<file path="config.mk">
export PLATFORM = sky130hd
export DESIGN_NAME = ipg_interrupt_pulse_generator
export DESIGN_NICKNAME = d
export VERILOG_FILES = /design/src/ipg_pkg.sv /design/src/ipg_interrupt_pulse_generator.sv /design/src/ipg_timer.sv
export SDC_FILE = /design/constraint.sdc
export NUM_CORES = 1
export LEC_CHECK = 0
export BUFFER_PORTS_ARGS = -buffer_cell sky130_fd_sc_hd__buf_2
export CORE_MARGIN = 5
export CORE_UTILIZATION = 60
export DETAILED_ROUTE_END_ITERATION = 12
export PLACE_DENSITY = 0.8
export SLEW_MARGIN = 20
export SYNTH_ARGS = -nofsm -noshare
export SYNTH_HDL_FRONTEND = slang
export SYNTH_HIERARCHICAL = 1
export SYNTH_SLANG_ARGS = --single-unit
</file>
<file path="constraint.sdc">
create_clock -name i_clock -period 4.4 [get_ports i_clock]
set_input_delay 0.66 -clock i_clock [delete_from_list [all_inputs] [get_ports i_clock]]
set_output_delay 0.66 -clock i_clock [all_outputs]
set_load 0.05 [all_outputs]
</file>
<file path="src/ipg_pkg.sv">
/*
  Shared constants, types and decode helpers for the interrupt pulse
  generator. Assumes a single 125 MHz clock domain and an 8-bit register
  port with a 4-bit word address.
*/
package ipg_pkg;

  // clock and timing figures in their own units
  localparam int unsigned IPG_CLK_PERIOD_NS = 8;
  localparam int unsigned IPG_PULSE_US      = 100;
  localparam int unsigned IPG_GAP_US        = 100;
  localparam int unsigned IPG_REMIND_MS     = 5;
  localparam int unsigned IPG_FILT_US       = 64;

  // derived cycle counts, rounded up to whole cycles
  localparam int unsigned IPG_PULSE_CYC =
    (IPG_PULSE_US * 1000 + IPG_CLK_PERIOD_NS - 1) / IPG_CLK_PERIOD_NS;
  localparam int unsigned IPG_GAP_CYC =
    (IPG_GAP_US * 1000 + IPG_CLK_PERIOD_NS - 1) / IPG_CLK_PERIOD_NS;
  localparam int unsigned IPG_REMIND_CYC =
    (IPG_REMIND_MS * 1000000 + IPG_CLK_PERIOD_NS - 1) / IPG_CLK_PERIOD_NS;
  localparam int unsigned IPG_FILT_CYC =
    (IPG_FILT_US * 1000 + IPG_CLK_PERIOD_NS - 1) / IPG_CLK_PERIOD_NS;

  // bus and counter widths
  localparam int unsigned IPG_AW = 4;
  localparam int unsigned IPG_DW = 8;
  localparam int unsigned IPG_PW = 14;
  localparam int unsigned IPG_RW = 20;
  localparam int unsigned IPG_FW = 13;

  // register word addresses
  localparam logic [3:0] IPG_OFS_MASK  = 4'h0;
  localparam logic [3:0] IPG_OFS_CFG   = 4'h1;
  localparam logic [3:0] IPG_OFS_SUP   = 4'h2;
  localparam logic [3:0] IPG_OFS_THERM = 4'h3;
  localparam logic [3:0] IPG_OFS_DRAIN = 4'h4;
  localparam logic [3:0] IPG_OFS_DEV   = 4'h5;
  localparam logic [3:0] IPG_OFS_WAKE  = 4'h6;
  localparam logic [3:0] IPG_OFS_INFO  = 4'h7;

  // group positions in the mask register
  localparam int unsigned IPG_GRP_SUPPLY  = 0;
  localparam int unsigned IPG_GRP_THERMAL = 1;
  localparam int unsigned IPG_GRP_BRIDGE  = 2;
  localparam int unsigned IPG_GRP_SERIAL  = 3;

  // configuration bits
  localparam int unsigned IPG_CFG_PIN   = 0;
  localparam int unsigned IPG_CFG_TIMER = 1;
  localparam int unsigned IPG_CFG_BRAKE = 2;
  localparam int unsigned IPG_CFG_CYC   = 3;

  // wake status bit positions
  localparam int unsigned IPG_WAKE_PIN   = 0;
  localparam int unsigned IPG_WAKE_TIMER = 1;
  localparam int unsigned IPG_WAKE_BRAKE = 2;

  // field masks
  localparam logic [7:0] IPG_SUP_NOINT   = 8'h0F;
  localparam logic [7:0] IPG_THERM_NOINT = 8'h80;
  localparam logic [7:0] IPG_BRAKE_BITS  = 8'h07;
  localparam logic [7:0] IPG_DEV_SERIAL  = 8'h03;
  localparam logic [7:0] IPG_WAKE_SRC    = 8'h07;

  // values after reset
  localparam logic [7:0] IPG_MASK_RST = 8'h00;
  localparam logic [7:0] IPG_CFG_RST  = 8'h08;

  typedef enum logic [2:0] {
    IPG_INIT, IPG_NORMAL, IPG_STOP, IPG_SLEEP, IPG_RESTART, IPG_FAILSAFE
  } ipg_mode_e;

  typedef enum logic [1:0] {IPG_IDLE, IPG_LOW, IPG_GAP} ipg_state_e;

  // modes in which the pin may pulse
  function automatic logic ipg_irq_mode_ok(input ipg_mode_e m);
    return (m == IPG_NORMAL) || (m == IPG_STOP);
  endfunction : ipg_irq_mode_ok

  // modes in which a wake event wakes the device
  function automatic logic ipg_wake_mode(input ipg_mode_e m);
    return (m == IPG_SLEEP) || (m == IPG_FAILSAFE);
  endfunction : ipg_wake_mode

endpackage : ipg_pkg

</file>
<file path="src/ipg_interrupt_pulse_generator.sv">
/*
  Active-low interrupt pulse generator with status latching, group masks,
  wake-source gating, minimum gap, periodic reminders and Init-mode pin
  sensing. Assumes the mode controller and event sources are synchronous
  to i_clock and that the register port master follows plain strobes.
*/
// Behaviour
// - in Normal or Stop a pulse holds the pin low for 100 us
// - the pin stays high at least 100 us between pulses
// - a pulse never changes the operating mode
// - a mask register enables each status group separately
// - groups are ORs of status bits minus the excluded fault bits
// - wake events interrupt only when their source is enabled, except Init exit with the wake pin high and Stop entry with wake bits set
// - mask groups and wake events trigger pulses independently
// - reset flag and supply or thermal shutdown faults never pulse
// - uncleared serial failure status repeats pulses every 5 ms
// - reminders come only from frame or checksum failure bits
// - clearing periodic enable stops reminder pulses
// - no pulses in Restart, Fail-Safe or Sleep
// - entering Stop with wake or brake bits set fires a pulse
// - readable status views refresh at each pulse falling edge
// - events stay latched until software clears them
// - simultaneous events while low give one single pulse
// - in Init the filtered pin level selects debug bring-up mode
// - wake pin edges interrupt in Normal/Stop, wake in Sleep/Fail-Safe
// - Init to Normal with wake pin high sets wake status and pulses
`timescale 1ns/1ns
module ipg_interrupt_pulse_generator
  import ipg_pkg::*;
#(
  parameter int unsigned PULSE_CYCLES  = IPG_PULSE_CYC,
  parameter int unsigned GAP_CYCLES    = IPG_GAP_CYC,
  parameter int unsigned REMIND_CYCLES = IPG_REMIND_CYC,
  parameter int unsigned FILT_CYCLES   = IPG_FILT_CYC
) (
  input  logic              i_clock,
  input  logic              i_rst_b,
  input  ipg_mode_e         i_mode,
  input  logic [7:0]        i_supply_evt,
  input  logic [7:0]        i_thermal_evt,
  input  logic [7:0]        i_drain_evt,
  input  logic [7:0]        i_device_evt,
  input  logic              i_wake_edge,
  input  logic              i_wake_level,
  input  logic              i_timer_wake,
  input  logic              i_intn_pin,
  input  logic [IPG_AW-1:0] i_addr,
  input  logic [IPG_DW-1:0] i_wdata,
  input  logic              i_wr,
  input  logic              i_rd,
  output logic [IPG_DW-1:0] o_rdata,
  output logic              o_intn_out,
  output logic              o_intn_oe_n,
  output logic              o_debug_bringup,
  output logic              o_wake_request
);

  ipg_mode_e  mode_q;
  ipg_mode_e  mode_prev;
  ipg_state_e state;
  logic [7:0] interrupt_mask_reg;
  logic [7:0] cfg_reg;
  logic [7:0] supply_status_reg;
  logic [7:0] thermal_status_reg;
  logic [7:0] drain_source_overvoltage_reg;
  logic [7:0] device_status_reg;
  logic [7:0] wake_status_reg;
  logic [7:0] supply_view;
  logic [7:0] thermal_view;
  logic [7:0] drain_view;
  logic [7:0] device_view;
  logic [7:0] wake_view;
  logic [3:0] grp;
  logic [3:0] grp_q;
  logic [2:0] wake_q;
  logic [3:0] grp_new;
  logic [2:0] wake_new;
  logic [7:0] sup_clr;
  logic [7:0] therm_clr;
  logic [7:0] drain_clr;
  logic [7:0] dev_clr;
  logic [7:0] wake_clr;
  logic [7:0] wake_set;
  logic       mode_ok;
  logic       stop_entry;
  logic       init_exit_wake;
  logic       trig;
  logic       pend;
  logic       start;
  logic       tmr_ld;
  logic       tmr_done;
  logic       rem_cond;
  logic       rem_done;
  logic       rem_trig;
  logic       filt_ld;
  logic       filt_done;

  // mode is only observed; nothing here feeds back into it
  always_ff @(posedge i_clock) begin
    if (!i_rst_b) begin
      mode_q    <= IPG_INIT;
      mode_prev <= IPG_INIT;
    end else begin
      mode_q    <= i_mode;
      mode_prev <= mode_q;
    end
  end

  assign mode_ok        = ipg_irq_mode_ok(mode_q);
  assign stop_entry     = (mode_q == IPG_STOP) && (mode_prev != IPG_STOP);
  assign init_exit_wake = (mode_prev == IPG_INIT) &&
                          (mode_q == IPG_NORMAL) && i_wake_level;

  // write-one-to-clear strobes per status register
  assign sup_clr   = (i_wr && i_addr == IPG_OFS_SUP)   ? i_wdata : 8'h00;
  assign therm_clr = (i_wr && i_addr == IPG_OFS_THERM) ? i_wdata : 8'h00;
  assign drain_clr = (i_wr && i_addr == IPG_OFS_DRAIN) ? i_wdata : 8'h00;
  assign dev_clr   = (i_wr && i_addr == IPG_OFS_DEV)   ? i_wdata : 8'h00;
  assign wake_clr  = (i_wr && i_addr == IPG_OFS_WAKE)  ? i_wdata : 8'h00;

  // wake status sources; brake only when braking is enabled
  always_comb begin
    wake_set                 = 8'h00;
    wake_set[IPG_WAKE_PIN]   = i_wake_edge | init_exit_wake;
    wake_set[IPG_WAKE_TIMER] = i_timer_wake;
    wake_set[IPG_WAKE_BRAKE] = cfg_reg[IPG_CFG_BRAKE] &
                               (|(i_drain_evt & IPG_BRAKE_BITS));
  end

  // control registers
  always_ff @(posedge i_clock) begin
    if (!i_rst_b) begin
      interrupt_mask_reg <= IPG_MASK_RST;
      cfg_reg            <= IPG_CFG_RST;
    end else if (i_wr) begin
      if (i_addr == IPG_OFS_MASK) begin
        interrupt_mask_reg <= i_wdata;
      end
      if (i_addr == IPG_OFS_CFG) begin
        cfg_reg <= i_wdata;
      end
    end
  end

  // latched events; a new event beats a clear in the same cycle
  always_ff @(posedge i_clock) begin
    if (!i_rst_b) begin
      supply_status_reg            <= 8'h00;
      thermal_status_reg           <= 8'h00;
      drain_source_overvoltage_reg <= 8'h00;
      device_status_reg            <= 8'h00;
      wake_status_reg              <= 8'h00;
    end else begin
      supply_status_reg  <= (supply_status_reg & ~sup_clr) |
                            i_supply_evt;
      thermal_status_reg <= (thermal_status_reg & ~therm_clr) |
                            i_thermal_evt;
      drain_source_overvoltage_reg <=
        (drain_source_overvoltage_reg & ~drain_clr) | i_drain_evt;
      device_status_reg  <= (device_status_reg & ~dev_clr) |
                            i_device_evt;
      wake_status_reg    <= ((wake_status_reg & ~wake_clr) | wake_set) &
                            IPG_WAKE_SRC;
    end
  end

  // readable views: snapshot at falling edge, clears still apply
  always_ff @(posedge i_clock) begin
    if (!i_rst_b) begin
      supply_view  <= 8'h00;
      thermal_view <= 8'h00;
      drain_view   <= 8'h00;
      device_view  <= 8'h00;
      wake_view    <= 8'h00;
    end else if (start) begin
      supply_view  <= supply_status_reg;
      thermal_view <= thermal_status_reg;
      drain_view   <= drain_source_overvoltage_reg;
      device_view  <= device_status_reg;
      wake_view    <= wake_status_reg;
    end else begin
      supply_view  <= supply_view & ~sup_clr;
      thermal_view <= thermal_view & ~therm_clr;
      drain_view   <= drain_view & ~drain_clr;
      device_view  <= device_view & ~dev_clr;
      wake_view    <= wake_view & ~wake_clr;
    end
  end

  // group flags without the faults handled by restart or fail-safe
  always_comb begin
    grp                  = 4'h0;
    grp[IPG_GRP_SUPPLY]  = |(supply_status_reg & ~IPG_SUP_NOINT);
    grp[IPG_GRP_THERMAL] = |(thermal_status_reg & ~IPG_THERM_NOINT);
    grp[IPG_GRP_BRIDGE]  = |drain_source_overvoltage_reg;
    grp[IPG_GRP_SERIAL]  = |(device_status_reg & IPG_DEV_SERIAL);
  end

  // previous flags for rising-edge detection
  always_ff @(posedge i_clock) begin
    if (!i_rst_b) begin
      grp_q  <= 4'h0;
      wake_q <= 3'h0;
    end else begin
      grp_q  <= grp;
      wake_q <= wake_status_reg[2:0];
    end
  end

  assign grp_new  = grp & ~grp_q & interrupt_mask_reg[3:0];
  assign wake_new = wake_status_reg[2:0] & ~wake_q & cfg_reg[2:0];

  // both methods feed one trigger
  assign trig = mode_ok & ((|grp_new) | (|wake_new) | rem_trig |
                init_exit_wake |
                (stop_entry & ((|wake_status_reg) |
                 (|(drain_source_overvoltage_reg & IPG_BRAKE_BITS)))));

  // reminder timing while serial failure bits stay set
  assign rem_cond = cfg_reg[IPG_CFG_CYC] &
                    interrupt_mask_reg[IPG_GRP_SERIAL] &
                    (|(device_status_reg & IPG_DEV_SERIAL));
  assign rem_trig = rem_cond & rem_done;

  ipg_timer #(.W(IPG_RW)) u_remind (
    .i_clock (i_clock),
    .i_rst_b (i_rst_b),
    .i_load  (start | ~rem_cond),
    .i_value (IPG_RW'(REMIND_CYCLES - 1)),
    .o_done  (rem_done)
  );

  // pulse start: from idle, or straight out of an expired gap
  assign start = pend & mode_ok &
                 ((state == IPG_IDLE) || (state == IPG_GAP && tmr_done));

  // pending trigger; absorbed while low, held through the gap
  always_ff @(posedge i_clock) begin
    if (!i_rst_b) begin
      pend <= 1'b0;
    end else if (!mode_ok) begin
      pend <= 1'b0;
    end else if (start || state == IPG_LOW) begin
      pend <= 1'b0;
    end else if (trig) begin
      pend <= 1'b1;
    end
  end

  // one timer shared by the low time and the gap
  assign tmr_ld = start | ((state == IPG_LOW) & (tmr_done | ~mode_ok));

  ipg_timer #(.W(IPG_PW)) u_pulse (
    .i_clock (i_clock),
    .i_rst_b (i_rst_b),
    .i_load  (tmr_ld),
    .i_value (start ? IPG_PW'(PULSE_CYCLES - 1)
                    : IPG_PW'(GAP_CYCLES - 1)),
    .o_done  (tmr_done)
  );

  // pulse state machine and pin level
  always_ff @(posedge i_clock) begin
    if (!i_rst_b) begin
      state      <= IPG_IDLE;
      o_intn_out <= 1'b1;
    end else begin
      unique case (state)
        IPG_IDLE: begin
          if (start) begin
            state      <= IPG_LOW;
            o_intn_out <= 1'b0;
          end
        end
        IPG_LOW: begin
          if (!mode_ok || tmr_done) begin
            state      <= IPG_GAP;
            o_intn_out <= 1'b1;
          end
        end
        IPG_GAP: begin
          if (start) begin
            state      <= IPG_LOW;
            o_intn_out <= 1'b0;
          end else if (tmr_done) begin
            state <= IPG_IDLE;
          end
        end
      endcase
    end
  end

  // pin released as input during init
  always_ff @(posedge i_clock) begin
    if (!i_rst_b) begin
      o_intn_oe_n <= 1'b1;
    end else begin
      o_intn_oe_n <= (mode_q == IPG_INIT);
    end
  end

  // init-mode pin filter for debug bring-up entry
  assign filt_ld = !((mode_q == IPG_INIT) && !i_intn_pin);

  ipg_timer #(.W(IPG_FW)) u_filter (
    .i_clock (i_clock),
    .i_rst_b (i_rst_b),
    .i_load  (filt_ld),
    .i_value (IPG_FW'(FILT_CYCLES - 1)),
    .o_done  (filt_done)
  );

  // debug entry stays until reset
  always_ff @(posedge i_clock) begin
    if (!i_rst_b) begin
      o_debug_bringup <= 1'b0;
    end else if (filt_done && !filt_ld) begin
      o_debug_bringup <= 1'b1;
    end
  end

  // wake-up request in low-power modes
  always_ff @(posedge i_clock) begin
    if (!i_rst_b) begin
      o_wake_request <= 1'b0;
    end else begin
      o_wake_request <= ipg_wake_mode(mode_q) &
        ((i_wake_edge & cfg_reg[IPG_CFG_PIN]) |
         (i_timer_wake & cfg_reg[IPG_CFG_TIMER]));
    end
  end

  // register read port, data in the cycle after the strobe
  always_ff @(posedge i_clock) begin
    if (!i_rst_b) begin
      o_rdata <= 8'h00;
    end else if (!i_rd) begin
      o_rdata <= 8'h00;
    end else begin
      unique case (i_addr)
        IPG_OFS_MASK:  o_rdata <= interrupt_mask_reg;
        IPG_OFS_CFG:   o_rdata <= cfg_reg;
        IPG_OFS_SUP:   o_rdata <= supply_view;
        IPG_OFS_THERM: o_rdata <= thermal_view;
        IPG_OFS_DRAIN: o_rdata <= drain_view;
        IPG_OFS_DEV:   o_rdata <= device_view;
        IPG_OFS_WAKE:  o_rdata <= wake_view;
        IPG_OFS_INFO:  o_rdata <= {5'h00, pend, state == IPG_LOW,
                                   o_debug_bringup};
        default:       o_rdata <= 8'h00;
      endcase
    end
  end

  // helper counters of low and high time for the checks
  int unsigned low_len;
  int unsigned high_len;

  always_ff @(posedge i_clock) begin
    if (!i_rst_b) begin
      low_len  <= 0;
      high_len <= GAP_CYCLES;
    end else begin
      low_len  <= o_intn_out ? 0 : low_len + 1;
      high_len <= !o_intn_out ? 0 :
                  (high_len < GAP_CYCLES ? high_len + 1 : high_len);
    end
  end
endmodule : ipg_interrupt_pulse_generator

</file>
<file path="src/ipg_timer.sv">
/*
  Loadable down-counter used for pulse, gap, reminder and filter timing.
  Assumes a synchronous active-low reset; counts once per clock.
*/
`timescale 1ns/1ns
module ipg_timer #(
  parameter int unsigned W = 8
) (
  input  logic         i_clock,
  input  logic         i_rst_b,
  input  logic         i_load,
  input  logic [W-1:0] i_value,
  output logic         o_done
);

  logic [W-1:0] count;

  // reset to all ones; without a load it still counts down, so done rises after 2^W-1 cycles
  always_ff @(posedge i_clock) begin
    if (!i_rst_b) begin
      count <= '1;
    end else if (i_load) begin
      count <= i_value;
    end else if (count != '0) begin
      count <= count - 1'b1;
    end
  end

  assign o_done = (count == '0);

endmodule : ipg_timer

</file>
==> results of run 1 <==
stage by stage:
stage	std cells	utilization, %	hold slack, ns
finish	1177	69.4	0.439
floorplan	961	-	0.431
global placement	1144	64.7	0.440
detailed placement	1144	64.7	0.444
global route	1177	69.4	0.432
CTS	1176	69.4	0.429
cells by family after synthesis:
kind of cell / after synthesis / share of synthesized area (%)
xor gates and xnor gates: 28 / 3.12
muxes: 24 / 3.91
buffers and inverters: 84 / 4.91
adders and majority gates: 5 / 0.772
AOI/OAI and AO/OA: 202 / 18.9
DFF: 166 / 41.0
other: 2 / 0.0926
and+or+nand+nor: 405 / 27.3
per-layer routing:
metal / track usage [%] / wire (um) / up-vias
met5: 0 / 0 / -
li1: - / - / 3410
met4: 6.88 / 366 / 0
met3: 5.93 / 1260 / 27
met1: 33.5 / 8740 / 3334
met2: 39.1 / 9380 / 205
Yosys cell counts (all sizes together) (8+ instances only):
cell | instances | area, sq um
clkbuf | 38 | 143
nand3 | 93 | 470
xnor2 | 16 | 140
nand2 | 120 | 450
xor2 | 12 | 113
a32o | 8 | 80.1
o311ai | 16 | 148
inv | 17 | 63.8
buf | 29 | 191
nor3 | 18 | 106
nor4 | 17 | 179
a21boi | 54 | 405
o21ai | 11 | 55.1
o21a | 10 | 75.1
nor2 | 32 | 123
nand4 | 10 | 62.6
and3 | 9 | 56.3
mux2i | 11 | 110
mux2 | 8 | 93.8
dfxtp | 166 | 3320
nor2b | 44 | 275
a21oi | 36 | 180
a211oi | 8 | 75.1
and2 | 19 | 121
o211ai | 20 | 185
report_power, final:
group	total (mW)	leakage, nW	switching (mW)	internal, mW
registers	1.62	1.36	0.0595	1.56
logic	0.268	1.79	0.155	0.113
clock network	1.55	0.295	0.638	0.908
total	3.44	3.45	0.852	2.58
final timing paths:
check	end	start
worst min-delay path	mode_q[0]	i_mode[0]
worst max register to register	u_remind/count[9]	u_pulse/count[0]
worst max-delay path	u_remind/count[9]	u_pulse/count[0]
worst min register to register	supply_view[1]	supply_status_reg[1]
area by class of cell:
class,count,area (sq um)
well taps,176,220
multi-input cells,711,4550
fillers,1093,4060
clock buffers,21,480
inverters,17,63.8
repair buffers,74,405
diodes,1,2.50
flip-flops and latches,166,3320
clock inverters,11,138
==> impl_metrics.tcl, run 1 <==
set metrics [dict create \
    place_area_sq_mm 0.00857 \
    synth-seq-cells 166 \
    port_buffers 66 \
    worstSetupEndpointType "register" \
    slew_viol_final 0 \
    largest_reg_flops 20 \
    syn2layout_area_growth_pct 13.3 \
    vias 6976 \
    synth_area_sq_mm 0.00811 \
    cp_slowest_cell "or4b_1" \
    rsz0062_at_grt "false" \
    post_cts_resized 0 \
    status "complete, no violations" \
    hold_buffers 0 \
    max_stage_delay_ns 0.57 \
    fin_area_sq_mm 0.00919 \
    hold_viol_final 0 \
    final_cell_mix "dfxtp_1 (166), nand2_1 (120), nand3_1 (92), buf_2 (65), conb_1 (47)" \
    vias_per_cell 5.93 \
    clkLatencyLatePin_ns 0.43 \
    num_rows 42 \
    r2r_setup_slack_ns 0.96 \
    worst_slack_ns 0.959 \
    fin_crit_sh_pct 78.2 \
    critPathBufInv 3 \
    ys_warn_count 6 \
    biggestRegsByFlops "u_remind/count x20, u_pulse/count x14, u_filter/count x13" \
    powerDensity_mw_per_mm2 374 \
    finClkSkew_ns 0.00900 \
    synth-edff-count 0 \
    pin_count 67 \
    first_pass_iters 5 \
    tightest_slew_ns 1.13 \
    final_nets 1047 \
    gp_congestion 0.865 \
    yosysSeqAreaShare_pct 41.0 \
    grt_max_degree 104 \
    grt_pass1_vias 6404 \
    initial_core_util_pct 61.2 \
    finalSetupTns_ns 0 \
    clock_path_buffers 2 \
    grt_pass1_wl_mm 32.2 \
    numCtsBuffers 17 \
    postCtsSetupBuffers 0 \
    yosysUniqueCellTypes 83 \
    crit_type "register to register" \
    hold_depth 2 \
    root_buffer "clkbuf_16" \
    drive_gt1_share_pct 15.1 \
    crit_arrival_ns 3.78 \
    drc 0 \
    synth.avg_cell_area_sq_um 8.85 \
    die_h_um 126 \
    routed_wl_mm 19.7 \
    cp_cell_sequence "inv_1, ha_1, or4b_1, nor4_4, buf_4, nand2b_1, and4_1, or3b_1, buf_4, nor2_1, nand2_1, o21ai_0, a311oi_1" \
    hp-class "input pin to register" \
    vdd.ir_drop.worst_mv 0.380 \
    ant_nets 0 \
    cap_violations 0 \
    rr_worst_depth 13 \
    async_flop_share_pct 0 \
    crit_cells 13 \
    grt.overflow.total 0 \
    preCtsSetupSlack_ns 1.03 \
    wl_per_cell_um 16.8 \
    cp.required_ns 4.74 \
    largest_register "u_remind/count" \
    die_x_um 126 \
    die_area_sq_mm 0.0159 \
    p_leak_nw 3.45 \
    power_mw 3.44 \
    start_kind "register" \
    slew_headroom_pct 24.5 \
    cts_tree "yes" \
    synth_flop_cell "dfxtp_1" \
    fmax_mhz 291 \
    cpMostUsedCell "buf_4" \
    clkTransAtPathRegs_ns 0.07 \
    cp_max_fo 18 \
    crit_family "simple AND/OR/NAND/NOR gates" \
    antenna_found_initial 1 \
    coreArea_sq_mm 0.0132 \
    final_common_cell "dfxtp_1" \
    syn_inst 916 \
    cts_sinks 166 \
    place_hpwl_mm 13.3 \
    drt-initial-drc-count 701 \
    finalSetupViolations 0 \
    min_period_ns 3.44 \
    grt.total_usage_pct 24.6 \
    cts-htree-levels 4 \
]
(Power assumes the default switching activity.)
==> run 2, diff against run 1 <==
--- a/config.mk
+++ b/config.mk
@@ -5,11 +5,12 @@
 export SDC_FILE = /design/constraint.sdc
 export NUM_CORES = 1
 export LEC_CHECK = 0
+export ABC_AREA = 1
 export BUFFER_PORTS_ARGS = -buffer_cell sky130_fd_sc_hd__buf_2
 export CORE_MARGIN = 5
-export CORE_UTILIZATION = 60
+export CORE_UTILIZATION = 54
 export DETAILED_ROUTE_END_ITERATION = 12
-export PLACE_DENSITY = 0.8
+export PLACE_DENSITY = 0.76
 export SLEW_MARGIN = 20
 export SYNTH_ARGS = -nofsm -noshare
 export SYNTH_HDL_FRONTEND = slang
==> constraint.sdc (replaced) <==
create_clock -name i_clock -period 3.15 [get_ports i_clock]
set_input_delay 0.4725 -clock i_clock [delete_from_list [all_inputs] [get_ports i_clock]]
set_output_delay 0.4725 -clock i_clock [all_outputs]
set_load 0.05 [all_outputs]
==> run 2 against run 1 <==
Final cell count increased by 24%. Count of clock-buffer cells in the layout fell by 3. Total power up 36%. Maximum frequency increased by 20%.
==> impl_metrics.tcl, run 2 <==
set metrics [dict create \
    crit_type "register to register" \
    fin_crit_sh_pct 91.2 \
    async_flop_share_pct 0 \
    p_leak_nw 4.22 \
    grt.total_usage_pct 23.5 \
    switching_share_pct 26.4 \
    yosysUniqueCellTypes 39 \
    drive_gt1_share_pct 13.3 \
    ys_warn_count 6 \
    syn2layout_area_growth_pct 15.1 \
    status "complete, no violations" \
    synth-edff-count 0 \
    drt-initial-drc-count 804 \
    first_pass_iters 6 \
    min_period_ns 2.87 \
    start_kind "register" \
    grt_pass1_vias 6919 \
    p_sw_mw 1.24 \
    cts_sinks 166 \
    cp_max_fo 10 \
    synth_top_area_share_pct 41.6 \
    cts_tree "yes" \
    synthTopCellsByCount "nand2_1 (333), dfxtp_1 (166), nor2_1 (142)" \
    tightest_slew_ns 0.647 \
    cp.required_ns 3.47 \
    synth_top_area_cell "dfxtp_1" \
    numCtsBuffers 17 \
    hold_depth 3 \
    cts-htree-levels 4 \
    die_h_um 132 \
    min_to "device_status_reg[6]" \
    num_rows 44 \
    routed_wl_mm 20.5 \
    synth.avg_cell_area_sq_um 6.88 \
    die_area_sq_mm 0.0173 \
    grt.overflow.total 0 \
    crit_arrival_ns 3.20 \
    cap_violations 0 \
    combPwrFrac_pct 8.0 \
    drc 0 \
    clkLatencyLatePin_ns 0.44 \
    hold_buffers 0 \
    stdcell_count 1465 \
    wl_per_cell_um 14.0 \
    rr_worst_depth 14 \
    worst_slack_ns 0.277 \
    finalSetupTns_ns 0 \
    synth_flop_cell "dfxtp_1" \
    root_buffer "clkbuf_16" \
    r2r-start "u_pulse/count[0]" \
    grt_pass1_wl_mm 33.5 \
    slew_headroom_pct 56.8 \
    yosysSeqAreaShare_pct 41.6 \
    diodes 0 \
    final_nets 1328 \
    finalSetupViolations 0 \
    synth_area_sq_mm 0.00800 \
    placed_cells 1430 \
    power_frac_clock_pct 43.8 \
    slew_viol_final 0 \
    hold_start "i_device_evt[6]" \
    vias 7637 \
    seq_power_share_pct 48.2 \
    die_x_um 132 \
    pin_count 67 \
    finClkSkew_ns 0.00769 \
    coreArea_sq_mm 0.0145 \
    final_common_cell "nand2_1" \
    port_buffers 66 \
    worstSetupEndpointType "register" \
    syn_inst 1163 \
    final_cell_mix "nand2_1 (333), dfxtp_1 (166), nor2_1 (142), inv_1 (100), a21oi_1 (93)" \
    ant_nets 0 \
    place_hpwl_mm 14.4 \
    powerDensity_mw_per_mm2 508 \
    fmax_mhz 348 \
    hp-class "input pin to register" \
    gp_congestion 0.904 \
    clkTransAtPathRegs_ns 0.07 \
    vdd.ir_drop.worst_mv 0.385 \
    hold_viol_final 0 \
    preCtsSetupSlack_ns 0.267 \
    regToRegEndpoint "u_pulse/count[2]" \
    power.internal_mw 3.44 \
    biggestRegsByFlops "u_remind/count x20, u_pulse/count x14, u_filter/count x13" \
    r2r_setup_slack_ns 0.28 \
    vias_per_cell 5.21 \
    synth-seq-cells 166 \
    grt_max_degree 59 \
    antenna_found_initial 0 \
    clock_path_buffers 2 \
    initial_core_util_pct 55.0 \
    largest_register "u_remind/count" \
    synth_area_leaders "dfxtp_1 (42%), nand2_1 (16%), nor2_1 (6.7%), a21oi_1 (5.8%), nand3_1 (5.4%)" \
    largest_reg_flops 20 \
    synth.most_common_cell "nand2_1" \
]
run 2: power groups by stage:
stage | registers [mW] | logic (mW) | clock network, mW
after floorplan | 2.29 | 0.246 | 0
after global placement | 2.30 | 0.361 | 0
after detailed placement | 2.30 | 0.368 | 0
after CTS | 2.25 | 0.371 | 2.07
after global routing | 2.26 | 0.423 | 2.18
final | 2.25 | 0.375 | 2.05
run 2: cells by family after synthesis:
kind of cell | count (synthesis) | share of synthesized area, %
compound gates | 171 | 11.1
xor+xnor | 11 | 1.20
fa+ha+maj | 5 | 0.782
buf+inv | 148 | 7.59
flops | 166 | 41.6
other cells | 2 | 0.0939
simple gates | 660 | 37.6
run 2: worst max-delay path by stage:
| stage | from | to |
|---|---|---|
| 3_3_place_gp | u_pulse/count[0] | u_pulse/count[9] |
| 2_1_floorplan | u_pulse/count[0] | u_pulse/count[11] |
| 5_1_grt | u_pulse/count[0] | u_pulse/count[3] |
| 4_1_cts | u_pulse/count[0] | u_pulse/count[9] |
| 3_5_place_dp | u_pulse/count[0] | u_pulse/count[11] |
| 6_report | u_pulse/count[0] | u_pulse/count[2] |
run 2: final cells by class:
type	count	area [sq um]
flip-flops and latches	166	3320
well taps	184	230
inverters	115	435
multi-input cells	894	4240
repair buffers	73	395
repair inverters	1	7.51
fillers	1381	5330
clock buffers	18	439
clock inverters	14	140
run 2: critical path, stage by stage (launching register included):
cell        delay [ns]
dfxtp_1           0.31
inv_1             0.09
ha_1              0.24
nand2_2           0.10
nor2_4            0.18
nand4_1           0.09
nor3_1            0.20
inv_1             0.12
a21oi_2           0.29
nand2_8           0.06
nand2_1           0.33
clkinvlp_4        0.29
buf_4             0.21
o211ai_1          0.17
nand2_1           0.07
run 2: stage by stage:
stage | utilization, % | total power, mW | instance area [sq um] | hold WS, ns
after floorplan | - | 2.53 | 8170 | 0.420
after global placement | 59.2 | 2.66 | 8600 | 0.428
after detailed placement | 59.2 | 2.67 | 8600 | 0.435
after CTS | 63.2 | 4.69 | 9180 | 0.220
after global routing | 63.3 | 4.87 | 9210 | 0.219
final | 63.3 | 4.68 | 9210 | 0.229
run 2: routing by layer:
metal	GRT usage [%]	vias up	share of wire, %
met2	36.5	279	46
met1	31.7	3394	45
met4	8.97	0	2.6
met5	0	-	0
li1	-	3916	-
met3	5.58	48	7.1
run 2: what timing repair did:
action                                  CTS  global route
gates resized for setup                   0             2
setup buffers                             0             2
hold endpoints to repair                  0             0
endpoints found under the setup margin    0             6
